===== src/hw/smd_pkg.sv =====
package smd_pkg;
  // operation codes presented on the op input
  localparam logic [1:0] OP_NONE = 2'h0;
  localparam logic [1:0] OP_LOGICAL_SHIFT_LEFT = 2'h1;
  localparam logic [1:0] OP_LOGICAL_SHIFT_RIGHT = 2'h2;
  localparam logic [1:0] OP_MOVE_FILE = 2'h3;
  // destination select values
  localparam logic DEST_ACCUM = 1'h0;
  localparam logic DEST_FILE = 1'h1;
  // widths and reset values
  localparam int DATA_W = 8;
  localparam int ADDR_W = 7;
  localparam int FILE_DEPTH = 128;
  localparam logic [7:0] ACCUM_RESET = 8'h00;
  localparam logic FLAG_RESET = 1'h0;
  // operation timing: result and done come two cycles after issue; OP_LATENCY is not used by the datapath
  localparam int OP_LATENCY = 1;
endpackage


===== src/hw/smd_datapath.sv =====
// Notes on behaviour
// - shift left moves bit 7 to carry, bits 6:0 up, zero in bit 0.
// - shift right puts zero in bit 7, bits 7:1 down, bit 0 to carry.
// - destination select 0 writes the accumulator, 1 writes the file.
// - move copies file register 0..127 unchanged; carry stays untouched.
// - move updates zero flag, so move to itself tests the register.
module smd_datapath #(
  parameter int DATA_W = smd_pkg::DATA_W,
  parameter int ADDR_W = smd_pkg::ADDR_W
) (
  // clock and reset
  input wire logic i_ref_clk,
  input wire logic i_reset_n,
  // operation issue
  input wire logic i_op_valid,
  input wire logic [1:0] i_op,
  input wire logic [ADDR_W-1:0] i_file_addr,
  input wire logic i_dest_sel,
  // host write port into the file registers, used when idle
  input wire logic i_host_wr_en,
  input wire logic [ADDR_W-1:0] i_host_wr_addr,
  input wire logic [DATA_W-1:0] i_host_wr_data,
  // results and status
  output logic [DATA_W-1:0] o_accum,
  output logic o_carry,
  output logic o_zero,
  output logic o_done,
  output logic [DATA_W-1:0] o_result
);
  // ------------------------------------------------------------
  // parameter checks
  // ------------------------------------------------------------
  // refused at elaboration: the shift and zero logic assume one byte
  if (DATA_W != 8) begin
    $error("smd_datapath: data width must be 8");
  end
  if (ADDR_W < 1 || ADDR_W > 7) begin
    $error("smd_datapath: address width must be 1 to 7");
  end

  // ------------------------------------------------------------
  // sequencer: issue reads the operand, exec applies the result
  // ------------------------------------------------------------
  typedef enum logic [1:0] {
    SMD_IDLE = 2'b01,
    SMD_EXEC = 2'b10
  } smd_state_t;

  smd_state_t state_q;
  logic [1:0] op_q;
  logic [ADDR_W-1:0] addr_q;
  logic dest_q;
  logic [DATA_W-1:0] operand;
  logic [DATA_W-1:0] result;
  logic carry_out;
  logic carry_upd;
  logic exec;
  logic file_we;
  logic [ADDR_W-1:0] file_waddr;
  logic [DATA_W-1:0] file_wdata;

  assign exec = (state_q == SMD_EXEC);

  always_ff @(posedge i_ref_clk) begin
    if (!i_reset_n) begin
      state_q <= SMD_IDLE;
    end else begin
      case (state_q)
        SMD_IDLE: begin
          if (i_op_valid && i_op != smd_pkg::OP_NONE) begin
            state_q <= SMD_EXEC;
          end
        end
        SMD_EXEC: begin
          state_q <= SMD_IDLE;
        end
        default: begin
          state_q <= SMD_IDLE;
        end
      endcase
    end
  end

  always_ff @(posedge i_ref_clk) begin
    if (!i_reset_n) begin
      op_q <= smd_pkg::OP_NONE;
      addr_q <= '0;
      dest_q <= smd_pkg::DEST_ACCUM;
    end else if (state_q == SMD_IDLE && i_op_valid) begin
      op_q <= i_op;
      addr_q <= i_file_addr;
      dest_q <= i_dest_sel;
    end
  end

  // ------------------------------------------------------------
  // file registers
  // ------------------------------------------------------------
  // operation write-back has priority; host writes are only taken idle
  assign file_we = (exec && dest_q == smd_pkg::DEST_FILE) ||
                   (!exec && i_host_wr_en);
  assign file_waddr = exec ? addr_q : i_host_wr_addr;
  assign file_wdata = exec ? result : i_host_wr_data;

  smd_file_mem #(
    .DATA_W(DATA_W),
    .ADDR_W(ADDR_W)
  ) u_file (
    .i_ref_clk(i_ref_clk),
    .i_rd_addr(i_file_addr),
    .o_rd_data(operand),
    .i_wr_en(file_we),
    .i_wr_addr(file_waddr),
    .i_wr_data(file_wdata)
  );

  // ------------------------------------------------------------
  // result logic
  // ------------------------------------------------------------
  function automatic logic is_zero(input logic [7:0] v);
    return v == 8'h00;
  endfunction

  always_comb begin
    result = operand;
    carry_out = o_carry;
    carry_upd = 1'b0;
    case (op_q)
      smd_pkg::OP_LOGICAL_SHIFT_LEFT: begin
        result = {operand[6:0], 1'b0};
        carry_out = operand[7];
        carry_upd = 1'b1;
      end
      smd_pkg::OP_LOGICAL_SHIFT_RIGHT: begin
        result = {1'b0, operand[7:1]};
        carry_out = operand[0];
        carry_upd = 1'b1;
      end
      smd_pkg::OP_MOVE_FILE: begin
        result = operand;
        carry_upd = 1'b0;
      end
      default: begin
        result = operand;
      end
    endcase
  end

  // ------------------------------------------------------------
  // architectural state
  // ------------------------------------------------------------
  always_ff @(posedge i_ref_clk) begin
    if (!i_reset_n) begin
      o_accum <= smd_pkg::ACCUM_RESET;
    end else if (exec && dest_q == smd_pkg::DEST_ACCUM) begin
      o_accum <= result;
    end
  end

  always_ff @(posedge i_ref_clk) begin
    if (!i_reset_n) begin
      o_carry <= smd_pkg::FLAG_RESET;
    end else if (exec && carry_upd) begin
      o_carry <= carry_out;
    end
  end

  // every operation here touches the zero flag, move included
  always_ff @(posedge i_ref_clk) begin
    if (!i_reset_n) begin
      o_zero <= smd_pkg::FLAG_RESET;
    end else if (exec) begin
      o_zero <= is_zero(result);
    end
  end

  always_ff @(posedge i_ref_clk) begin
    if (!i_reset_n) begin
      o_done <= 1'b0;
      o_result <= '0;
    end else begin
      o_done <= exec;
      if (exec) begin
        o_result <= result;
      end
    end
  end

  // ------------------------------------------------------------
  // checks
  // ------------------------------------------------------------
  logic [DATA_W-1:0] operand_seen_q;
  always_ff @(posedge i_ref_clk) begin
    operand_seen_q <= operand;
  end

  chk_shl_result: assert property (
    @(posedge i_ref_clk) disable iff (!i_reset_n)
    exec && op_q == smd_pkg::OP_LOGICAL_SHIFT_LEFT |=>
      o_result == {operand_seen_q[6:0], 1'b0} &&
      o_carry == operand_seen_q[7])
    else $error("shift left result or carry wrong");

  chk_shr_result: assert property (
    @(posedge i_ref_clk) disable iff (!i_reset_n)
    exec && op_q == smd_pkg::OP_LOGICAL_SHIFT_RIGHT |=>
      o_result == {1'b0, operand_seen_q[7:1]} &&
      o_carry == operand_seen_q[0])
    else $error("shift right result or carry wrong");

  chk_dest_accum: assert property (
    @(posedge i_ref_clk) disable iff (!i_reset_n)
    exec && dest_q == smd_pkg::DEST_ACCUM |=> o_accum == o_result)
    else $error("accumulator not written");

  chk_dest_file: assert property (
    @(posedge i_ref_clk) disable iff (!i_reset_n)
    exec && dest_q == smd_pkg::DEST_FILE |=> $stable(o_accum))
    else $error("accumulator changed on file destination");

  chk_move_carry: assert property (
    @(posedge i_ref_clk) disable iff (!i_reset_n)
    exec && op_q == smd_pkg::OP_MOVE_FILE |=>
      $stable(o_carry) && o_result == operand_seen_q)
    else $error("move altered carry or data");

  chk_zero_flag: assert property (
    @(posedge i_ref_clk) disable iff (!i_reset_n)
    o_done |-> o_zero == (o_result == 8'h00))
    else $error("zero flag mismatch");

  chk_move_zero: assert property (
    @(posedge i_ref_clk) disable iff (!i_reset_n)
    exec && op_q == smd_pkg::OP_MOVE_FILE && operand == 8'h00 |=>
      o_zero)
    else $error("move of zero did not set zero flag");

  chk_done_timing: assert property (
    @(posedge i_ref_clk) disable iff (!i_reset_n)
    state_q == SMD_IDLE && i_op_valid && i_op != smd_pkg::OP_NONE
      |=> ##1 o_done)
    else $error("done not two cycles after issue");

  cov_shl: cover property (@(posedge i_ref_clk)
    exec && op_q == smd_pkg::OP_LOGICAL_SHIFT_LEFT);
  cov_shr_file: cover property (@(posedge i_ref_clk)
    exec && op_q == smd_pkg::OP_LOGICAL_SHIFT_RIGHT && dest_q);
  cov_move_zero: cover property (@(posedge i_ref_clk)
    exec && op_q == smd_pkg::OP_MOVE_FILE && operand == 8'h00);
endmodule


===== src/hw/smd_file_mem.sv =====
module smd_file_mem #(
  parameter int DATA_W = 8,
  parameter int ADDR_W = 7
) (
  // clock
  input wire logic i_ref_clk,
  // read port
  input wire logic [ADDR_W-1:0] i_rd_addr,
  output logic [DATA_W-1:0] o_rd_data,
  // write port
  input wire logic i_wr_en,
  input wire logic [ADDR_W-1:0] i_wr_addr,
  input wire logic [DATA_W-1:0] i_wr_data
);
  logic [DATA_W-1:0] mem_q [2**ADDR_W];

  // file contents are not reset, as on the real register file
  always_ff @(posedge i_ref_clk) begin
    if (i_wr_en) begin
      mem_q[i_wr_addr] <= i_wr_data;
    end
  end

  always_ff @(posedge i_ref_clk) begin
    o_rd_data <= mem_q[i_rd_addr];
  end
endmodule


===== config.mk =====
export PLATFORM = sky130hd
export DESIGN_NAME = smd_datapath
export DESIGN_NICKNAME = d
export VERILOG_FILES = /design/src/hw/smd_pkg.sv /design/src/hw/smd_datapath.sv /design/src/hw/smd_file_mem.sv
export SDC_FILE = /design/constraint.sdc
export NUM_CORES = 1
export LEC_CHECK = 0
export ABC_AREA = 1
export ABC_CLOCK_PERIOD_IN_PS = 9800
export BUFFER_PORTS_ARGS = -buffer_cell sky130_fd_sc_hd__buf_2
export CELL_PAD_IN_SITES_DETAIL_PLACEMENT = 2
export CELL_PAD_IN_SITES_GLOBAL_PLACEMENT = 2
export CORE_ASPECT_RATIO = 0.9
export CORE_MARGIN = 3
export CORE_UTILIZATION = 43
export DETAILED_ROUTE_END_ITERATION = 10
export GPL_TIMING_DRIVEN = 0
export HOLD_SLACK_MARGIN = 0.06
export PLACE_DENSITY_LB_ADDON = 0.3
export REMOVE_ABC_BUFFERS = 1
export SYNTH_ARGS = -nofsm -noshare
export SYNTH_HDL_FRONTEND = slang
export SYNTH_SLANG_ARGS = --single-unit

===== constraint.sdc =====
create_clock -name i_ref_clk -period 9.8 [get_ports i_ref_clk]
set_clock_uncertainty 0.15 [all_clocks]
set_input_delay 0.98 -clock i_ref_clk [delete_from_list [all_inputs] [get_ports i_ref_clk]]
set_output_delay 0.98 -clock i_ref_clk [all_outputs]
set_load 0.01 [all_outputs]

-- Yosys cells after proc, flatten, opt, wreduce, memory -nomap -nowiden
Memories as Yosys holds them, arrays and structs flattened. A register that Yosys moved wholly into a read port is not among the register bits.
Cells that the tools add are included.
- bitwise operators: 1
- muxes and demuxes: 7
- reduce and logical (&&, ||, !) cells: 14
- equal/unequal tests: 4
- operators by type and width (operator ; count):
    $pmux W8 S2 ; 1
    $logic_not A8 Y1 ; 1
    $mux W8 ; 1
    $mux W7 ; 1
    $logic_and A1 B1 Y1 ; 6
    $eq A2 B1 Y1 const B ; 2
    $eq A2 B2 Y1 const B ; 2
    $reduce_and A2 Y1 ; 2
    $reduce_bool A2 Y1 ; 2
    $mux W1 ; 3
    $pmux W1 S2 ; 1
    $reduce_or A2 Y1 ; 1
    $logic_not A1 Y1 ; 1
    $logic_or A1 B1 Y1 ; 1
    $not A1 Y1 ; 1
- register bits: 31
- memory bits (writable): 1024
- output and inout port bits: 19
- memories: 1
- bits of input ports: 29
- memory list (name ; depth ; width ; rd ports ; clocked after memory_dff ; wr ports ; line ; text):
    u_file.mem_q ; 128 ; 8 ; 1 ; 1 ; 1 ; smd_file_mem.sv:15 ; logic [DATA_W-1:0] mem_q [2**ADDR_W];

-- Logic depth before layout (Yosys ltp)
Gate-level depths: netlist of the first run.
- depth after elaboration: 6
- gate-level depth with buffers: 14

-- Modules after synthesis
From an unflattened synthesis of the first run, not the netlist that was laid out.
- cells, all modules: 3800
- area total of the unflattened synthesis: 43636.9 um^2
- by module, submodules not included (module ; area each (um^2) ; instances ; cells each):
    smd_file_mem ; 42104.1 ; 1 ; 3575
    smd_datapath ; 1532.7 ; 1 ; 225

-- Least setup slack after synthesis of the first run
OpenSTA, ideal clock, no wires.
- kind: register to register
- from: register op_q[0]
- to: memory u_file.mem_q[0][0] (data pin)
- data arrival time: 4.100 ns
- path slack: 4.755 ns
- required time: 8.855 ns
- stages on the path, launching flop included: 8
- buffers on the path: 0
- setup time: 0.795 ns
- cells stage by stage: dfxtp_1 inv_1 ha_1 inv_1 nand2_1 o21ai_0 nor2_1 nor2_1
- longest elaborated chain between the ends: 3
- elaborated cells between the ends (all ways): 4
- RTL lines (what ; line ; text):
    start, declared ; smd_datapath.sv:50 ; logic [1:0] op_q;
    start signal, assigned ; smd_datapath.sv:86 ; op_q <= smd_pkg::OP_NONE;
    start signal, assigned ; smd_datapath.sv:90 ; op_q <= i_op;
    $eq A2 B2 Y1 or $eq A2 B1 Y1 (tied branches) ; smd_datapath.sv:128 ; case (op_q)
    $pmux W8 S2 * ; smd_datapath.sv:128 ;
    $mux W8 * ; smd_datapath.sv:103 ; assign file_wdata = exec ? result : i_host_wr_data;
    net file_wdata[0] ; smd_datapath.sv:60 ; logic [DATA_W-1:0] file_wdata;
    end, declared ; smd_file_mem.sv:15 ;
Mark *: on every way through the listed nets, which the timed path passes. The rest lies on a longest branch.

-- Final worst setup path of the first run
- from: register state_q[0]
- to: memory u_file.mem_q[105][6], enable pin
- longest elaborated chain between the ends: 6
- elaborated cells between the ends (all ways): 8
- RTL lines (what ; line ; text):
    start, declared ; smd_datapath.sv:49 ; smd_state_t state_q;
    start signal, assigned ; smd_datapath.sv:66 ; state_q <= SMD_IDLE;
    start signal, assigned ; smd_datapath.sv:71 ; state_q <= SMD_EXEC;
    start signal, assigned ; smd_datapath.sv:75 ; state_q <= SMD_IDLE;
    $eq A2 B2 Y1 * ; smd_datapath.sv:62 ; assign exec = (state_q == SMD_EXEC);
    $logic_not A1 Y1 ; smd_datapath.sv:101 ; (!exec && i_host_wr_en);
    $logic_and A1 B1 Y1 ; smd_datapath.sv:101 ;
    $logic_or A1 B1 Y1 ; smd_datapath.sv:100 ; assign file_we = (exec && dest_q == smd_pkg::DEST_FILE) ||
    $mux W1 ; smd_file_mem.sv:19 ; if (i_wr_en) begin
    $mux W1 (not written as such) ; smd_file_mem.sv:20 ; mem_q[i_wr_addr] <= i_wr_data;
Every way passes the cells marked *; elsewhere a longest branch is shown, timed or not.

==> metrics.yaml, run 1 <==
synth:
  synthCells: 3775
  synthMostInstantiatedCell: "nand2_1"
  synth_cell_types: 29
  synth_top_area_frac: 0.709
  yosys.area.top_type: "edfxtp_1"
  syn-cell-area_um2: 43400
  synthFlopType: "edfxtp_1"
  ys_async_sr_fraction: 0
  synth_edf_count: 1024
  synth_area_leaders: "edfxtp_1 71%, nand2_1 11%, nand3_1 11%, dfxtp_1 1.8%, buf_2 1.8%"
  ys_seq_area_frac: 0.727
  synthTopCellsByCount: "1251 x nand2_1, 1024 x edfxtp_1, 930 x nand3_1"
  synth.avg_cell_area_um2: 11.5
  ys_ff_latch: 1063
  yosysWarnings: 0
timing:
  slew_violations: 15
  timing.final.ws_setup_ns: 5.23
  finalHoldViolCount: 0
  tightestPinTransition_ns: 1.57
  min_period_over_period: 0.466
  slew_headroom: -0.0510
  setup_viol: 0
  fin_crit_ns: 4.57
  rsz0062_at_grt: "false"
  hold_slack_ns: 0.326
  clock.fmax_mhz: 219
power:
  p_comb_frac: 0.070
  seq_power_share: 0.501
  peakVddDrop_v: 0.000162
  clkPwrFrac: 0.429
  p_switching_mw: 2.40
  p_int_mw: 7.65
  cellPowerDensity_nw_per_um2: 206
  switching_share: 0.239
  leakagePower_nw: 17.1
floorplanning:
  core_area_um2: 99100
  placementRows: 109
  ios: 48
  start_util: 0.437
  die-area_um2: 105000
  die_height_um: 307
  die_x_um: 341
critical_path:
  arrival_ns: 4.69
  crit_path_top_delay_cell: "nand2_1"
  cp-start-kind: "flip-flop"
  slowest_delay_ns: 1.18
  worstPathCellList: "nor2_4 -> inv_4 -> nor2_2 -> inv_1 -> o21ai_0 -> inv_2 -> nand2_1 -> nor2_1"
  crit_type: "reg -> reg"
  critPathMaxFanout: 35
  required_ns: 9.92
  end_kind: "flip-flop"
clock_network:
  cts_buffer_depth: 3
  post_cts_resized: 0
  path_clk_slew_ns: 0.06
  clk_latency_ns: 0.70
  cts-root-buf: "clkbuf_16"
  cts_made_buffers: 111
  h-tree-depth: 3
  post_cts_buffers: 0
  cts.sinks: 1063
  cts_tree: "built"
  hold_buffers: 0
detailed_routing:
  ant_nets: 0
  dr.pass1.iters: 5
  vias: 30401
  vias_per_cell: 5.90
  drc: 0
  routedWlPerCell_um: 28.9
  wl_um: 149000
  drtIter0Drc: 2878
place:
  hpwl_um: 84900
  gp_congestion: 0.769
  numPortBuffers: 47
  dpl.cell_count: 4943
  pre_cts_ws_ns: 5.12
status:
  status: "finished, violations left"
  violations: "capacitance limit, slew limit"
grt:
  grt_usage: 0.283
  grt_max_degree: 135
  antenna_found_initial: 6
  grt_pass1_wl_um: 222000
  grt_pass1_vias: 33425
  grt_overflow: 0
layout:
  multi_input_area_um2: 10600
  postLayoutCoreUtil: 0.491
  syn2layout_area_growth_pct: 12.2
  layout-drive-gt1-share: 0.0752
  layout.nets: 3755
  finalNonFillerCells: 5150
  final-seq-area_um2: 31500
  fillers: 9690
flow_run:
  max-cap-violations: 4
hold_path:
  hold_path.class: "reg -> reg"
-- metal layers --
layer,global-route usage,part of all wire
met5,0,0.000087
met4,0.0870,0.030
met3,0.0397,0.055
met2,0.482,0.49
met1,0.378,0.42
-- final timing paths --
| path | start | endpoint | slack [ns] | cells past startpoint |
|---|---|---|---|---|
| max reg2reg | state_q[0] | u_file.mem_q[105][6] | 5.23 | 8 |
| min | o_result[5] | o_result[5] | 0.33 | 2 |
| min reg2reg | o_result[5] | o_result[5] | 0.33 | 2 |
| max | state_q[0] | u_file.mem_q[105][6] | 5.23 | 8 |
-- critical path, delay by kind of cell, from the launching register on --
family,cells,cell delay [ns]
buffers and inverters,3,0.62
AOI/OAI and AO/OA,1,0.26
DFF,1,0.34
and+or+nand+nor,4,2.72
-- power groups by stage --
stage | clock, mW | sequential, mW | combinational, mW
2_1_floorplan | 0 | 5.13 | 0.341
3_3_place_gp | 0 | 5.16 | 0.672
3_5_place_dp | 0 | 5.12 | 0.684
4_1_cts | 4.36 | 5.03 | 0.701
5_1_grt | 4.54 | 5.03 | 0.757
6_report | 4.31 | 5.03 | 0.702
-- cells by family (layout without fill, tap and decap cells) --
group	Yosys count	in the layout	synth area share
flops	1063	1063	0.727
fa+ha+maj	2	2	0.000577
compound gates	62	62	0.00863
other cells	0	3	0
buf+inv	285	325	0.0295
simple gates	2363	2363	0.234
-- layout by cell type, fill, tap and decap left out, drive strengths merged --
cell type / instances
o211ai: 3
inv: 51
buf: 74
o21ai: 32
ha: 2
or2: 11
clkinv: 35
bufinv: 11
nor3: 12
o21a: 1
nand3: 931
o221ai: 3
diode: 3
a31oi: 1
edfxtp: 1024
dfxtp: 39
nand2: 1258
a21oi: 22
clkbuf: 154
nor2: 151
-- final cells by class --
type / instances / share of cell area
Sequential cell: 1063 / 0.648
Antenna cell: 3 / 0.000154
Multi-Input combinational cell: 2427 / 0.218
Timing Repair Buffer: 74 / 0.0202
Clock inverter: 50 / 0.0118
Tap cell: 1332 / 0.0343
Clock buffer: 154 / 0.0629
Inverter: 47 / 0.00414
-- registers in the layout (all words and copies together) (netlist names) --
register / count
o_zero: 1
o_result: 8
o_carry: 1
u_file.mem_q: 1024
o_accum: 8
state_q: 2
dest_q: 1
op_q: 2
o_done: 1
u_file.o_rd_data: 8
addr_q: 7
-- stage by stage --
step / power, mW / TNS [ns] / instance area (µm²)
after detailed placement: 5.81 / 0 / 45000
after global routing: 10.3 / 0 / 48600
after floorplan: 5.47 / 0 / 42300
final: 10.0 / 0 / 48600
after global placement: 5.83 / -274.70 / 44200
after CTS: 10.1 / 0 / 48600
(Power assumes the default switching activity.)
==> run 2, diff against run 1 <==
--- a/config.mk
+++ b/config.mk
@@ -5,8 +5,8 @@
 export SDC_FILE = /design/constraint.sdc
 export NUM_CORES = 1
 export LEC_CHECK = 0
-export ABC_AREA = 1
-export ABC_CLOCK_PERIOD_IN_PS = 9800
+export ABC_AREA = 0
+export ABC_CLOCK_PERIOD_IN_PS = 4000
 export BUFFER_PORTS_ARGS = -buffer_cell sky130_fd_sc_hd__buf_2
 export CELL_PAD_IN_SITES_DETAIL_PLACEMENT = 2
 export CELL_PAD_IN_SITES_GLOBAL_PLACEMENT = 2
==> constraint.sdc (replaced) <==
create_clock -name i_ref_clk -period 4 [get_ports i_ref_clk]
set_clock_uncertainty 0.15 [all_clocks]
set_input_delay 0.4 -clock i_ref_clk [delete_from_list [all_inputs] [get_ports i_ref_clk]]
set_output_delay 0.4 -clock i_ref_clk [all_outputs]
set_load 0.01 [all_outputs]
==> metrics.yaml, run 2 <==
floorplanning:
  start_util: 0.438  # was 0.437
  die-area_um2: 99300  # was 105000 µm²
  placementRows: 106  # was 109
  die_x_um: 332  # was 341 µm
  ios: 48  # unchanged
  die_height_um: 299  # was 307 µm
  core_area_um2: 93900  # was 99100 µm²
synth:
  synth.avg_cell_area_um2: 22.4  # was 11.5 µm²
  syn-cell-area_um2: 41100  # was 43400 µm²
  synth_top_area_frac: 0.748  # was 0.709
  synth_cell_types: 35  # was 29
  ys_ff_latch: 1063  # unchanged
  synth_edf_count: 1024  # unchanged
  synthCells: 1835  # was 3775
  ys_async_sr_fraction: 0  # unchanged
  synthMostInstantiatedCell: "edfxtp_1"  # was nand2_1
  synth_area_leaders: "edfxtp_1 75%, mux4_2 18%, dfxtp_1 1.9%, nor2_1 1.4%, nand2_1 0.73%"  # was edfxtp_1 71%, nand2_1 11%, nand3_1 11%, dfxtp_1 1.8%, buf_2 1.8%
  synthFlopType: "edfxtp_1"  # unchanged
  ys_seq_area_frac: 0.767  # was 0.727
  yosys.area.top_type: "edfxtp_1"  # unchanged
  synthTopCellsByCount: "1024 x edfxtp_1, 336 x mux4_2, 148 x nor2_1"  # was 1251 x nand2_1, 1024 x edfxtp_1, 930 x nand3_1
  yosysWarnings: 0  # unchanged
status:
  status: "completed"  # was finished, violations left
clock_network:
  cts-root-buf: "clkbuf_16"  # unchanged
  cts_buffer_depth: 3  # unchanged
  path_clk_slew_ns: 0.07  # was 0.06 ns
  clk_latency_ns: 0.69  # was 0.70 ns
  cts.sinks: 1063  # unchanged
  h-tree-depth: 3  # unchanged
  cts_made_buffers: 109  # was 111
  cts_tree: "built"  # unchanged
critical_path:
  crit_path_top_delay_cell: "nor2_1"  # was nand2_1
  worst-path-buf-inv: 2  # was 3
  cp-start-kind: "flip-flop"  # unchanged
  cpMostUsedCell: "nand2_1"
  worstPathCellList: "nor2b_2 -> buf_16 -> nand2_1 -> nand2_1 -> nand4_1 -> buf_8 -> nor2_1"  # was nor2_4 -> inv_4 -> nor2_2 -> inv_1 -> o21ai_0 -> inv_2 -> nand2_1 -> nor2_1
  arrival_ns: 4.03  # was 4.69 ns
  slowest_delay_ns: 0.68  # was 1.18 ns
  critPathMaxFanout: 17  # was 35
  critical_path.top_delay_family: "simple AND/OR/NAND/NOR gates"  # unchanged
  end_kind: "flip-flop"  # unchanged
  crit_type: "reg -> reg"  # unchanged
  ff2ff_path_depth: 7  # was 8
  required_ns: 4.16  # was 9.92 ns
  crit_cells: 7  # was 8
timing:
  finalSetupTns_ns: 0  # unchanged
  fin_crit_ns: 3.87  # was 4.57 ns
  timing.final.ws_setup_ns: 0.125  # was 5.23 ns
  min_period_over_period: 0.969  # was 0.466
  setup_viol: 0  # unchanged
  rsz0062_at_grt: "false"  # unchanged
  finalHoldViolCount: 0  # unchanged
  tightestPinTransition_ns: 1.17  # was 1.57 ns
  slew_headroom: 0.217  # was -0.0510
  slew_violations: 0  # was 15
  clock.fmax_mhz: 258  # was 219 MHz
layout:
  regMostFlops: "u_file.mem_q"  # unchanged
  mostFrequentLayoutCells: "1024 x edfxtp_1, 336 x mux4_2, 111 x nor2_1, 110 x clkbuf_16, 76 x nand2_1"  # was 1244 x nand2_1, 1024 x edfxtp_1, 930 x nand3_1, 143 x nor2_1, 112 x clkbuf_16
  final_common_cell: "edfxtp_1"  # was nand2_1
  postLayoutCellArea_um2: 47100  # was 48600 µm²
  fillers: 7970  # was 9690
  multi_input_area_um2: 9350  # was 10600 µm²
  largest_register_ffs: 1024  # unchanged
  layout-drive-gt1-share: 0.315  # was 0.0752
  finalNonFillerCells: 3273  # was 5150
  syn2layout_area_growth_pct: 14.5  # was 12.2%
  final-seq-area_um2: 31500  # unchanged
  layout.nets: 1975  # was 3755
  num_antenna_cells: 0  # was 3
place:
  hpwl_um: 73000  # was 84900 µm
  numPortBuffers: 47  # unchanged
  pre_cts_ws_ns: -1.12  # was 5.12 ns
  placed_cell_area_um2: 43300  # was 45000 µm²
  dpl.cell_count: 3058  # was 4943
  gp_congestion: 0.733  # was 0.769
grt:
  grt_max_degree: 91  # was 135
  antenna_found_initial: 12  # was 6
  grt_overflow: 0  # unchanged
  grt_pass1_vias: 21856  # was 33425
  grt_pass1_wl_um: 171000  # was 222000 µm
  grt_usage: 0.241  # was 0.283
detailed_routing:
  vias: 19947  # was 30401
  drc: 0  # unchanged
  vias_per_cell: 6.09  # was 5.90
  dr.pass1.iters: 5  # unchanged
  wl_um: 118000  # was 149000 µm
  routedWlPerCell_um: 35.9  # was 28.9 µm
  ant_nets: 0  # unchanged
  drtIter0Drc: 2119  # was 2878
power:
  p_int_mw: 18.5  # was 7.65 mW
  cellPowerDensity_nw_per_um2: 505  # was 206 nW/µm²
  seq_power_share: 0.518  # was 0.501
  leakagePower_nw: 14.5  # was 17.1 nW
  p_comb_frac: 0.058  # was 0.070
  clkPwrFrac: 0.424  # was 0.429
  power_mw: 23.8  # was 10.0 mW
  peakVddDrop_v: 0.000298  # was 0.000162 V
  p_switching_mw: 5.27  # was 2.40 mW
  switching_share: 0.221  # was 0.239
hold_path:
  min_path_cells: 3  # was 2
  hold_path.class: "in -> reg"  # was reg -> reg
flow_run:
  max-cap-violations: 0  # was 4
==> run 2: final cells by class <==
cell class | instances | share of cell area
Sequential cell | 1063 | 0.670
Clock inverter | 66 | 0.0129
Timing Repair Buffer | 95 | 0.0245
Multi-Input combinational cell | 669 | 0.199
Tap cell | 1242 | 0.0330
Inverter | 6 | 0.000478
Clock buffer | 132 | 0.0607
==> run 2: power groups by stage <==
stage	logic (mW)	registers (mW)	clock network (mW)
CTS	1.38	12.3	10.2
floorplan	0.619	12.6	0
finish	1.38	12.3	10.1
global placement	1.34	12.6	0
global route	1.46	12.3	10.7
detailed placement	1.35	12.6	0
==> run 2: final timing paths <==
kind | to | start | slack, ns
worst min register to register | o_result[6] | o_result[6] | 0.33
worst max-delay path | u_file.mem_q[35][4] | state_q[1] | 0.13
worst min-delay path | addr_q[3] | i_file_addr[3] | 0.15
worst max register to register | u_file.mem_q[35][4] | state_q[1] | 0.13
==> run 2: timing repair <==
item,CTS,global route
setup buffers,9,0
gates resized for setup,23,24
setup endpoints to repair,1071,292
hold endpoints to repair,19,0
hold buffers,6,0
pin swaps,3,1
cloned,2,0
==> run 2: metrics by stage <==
step	util	hold slack (ns)
2_1_floorplan	-	0.299
4_1_cts	0.501	0.116
6_report	0.501	0.149
5_1_grt	0.501	0.156
3_3_place_gp	0.452	0.296
3_5_place_dp	0.461	0.314
==> run 2: layer usage <==
metal / vias to the layer above / routed length, µm / global-route usage / share of wire
met3: 161 / 7140 / 0.0432 / 0.061
met2: 793 / 59400 / 0.402 / 0.51
met5: - / 27 / 0 / 0.00023
met4: 4 / 2880 / 0.0612 / 0.025
li1: 7934 / - / - / -
met1: 11055 / 48100 / 0.330 / 0.41
==> run 2: kinds of logic (layout without fill, tap and decap cells) <==
logic type,count (synthesis),in the layout,synth area share
AO/OA/AOI/OAI,53,53,0.00773
AND/OR/NAND/NOR,265,265,0.0263
buffers and inverters,103,299,0.0108
flip-flops,1063,1063,0.767
multiplexers,349,349,0.188
adder cells (fa/ha/maj),2,2,0.000609
==> run 2: worst min-delay path: cells and delay by family <==
family	cells	cell delay [ns]
buf+inv	1	0.30
simple gates	1	0.14
compound gates	1	0.07
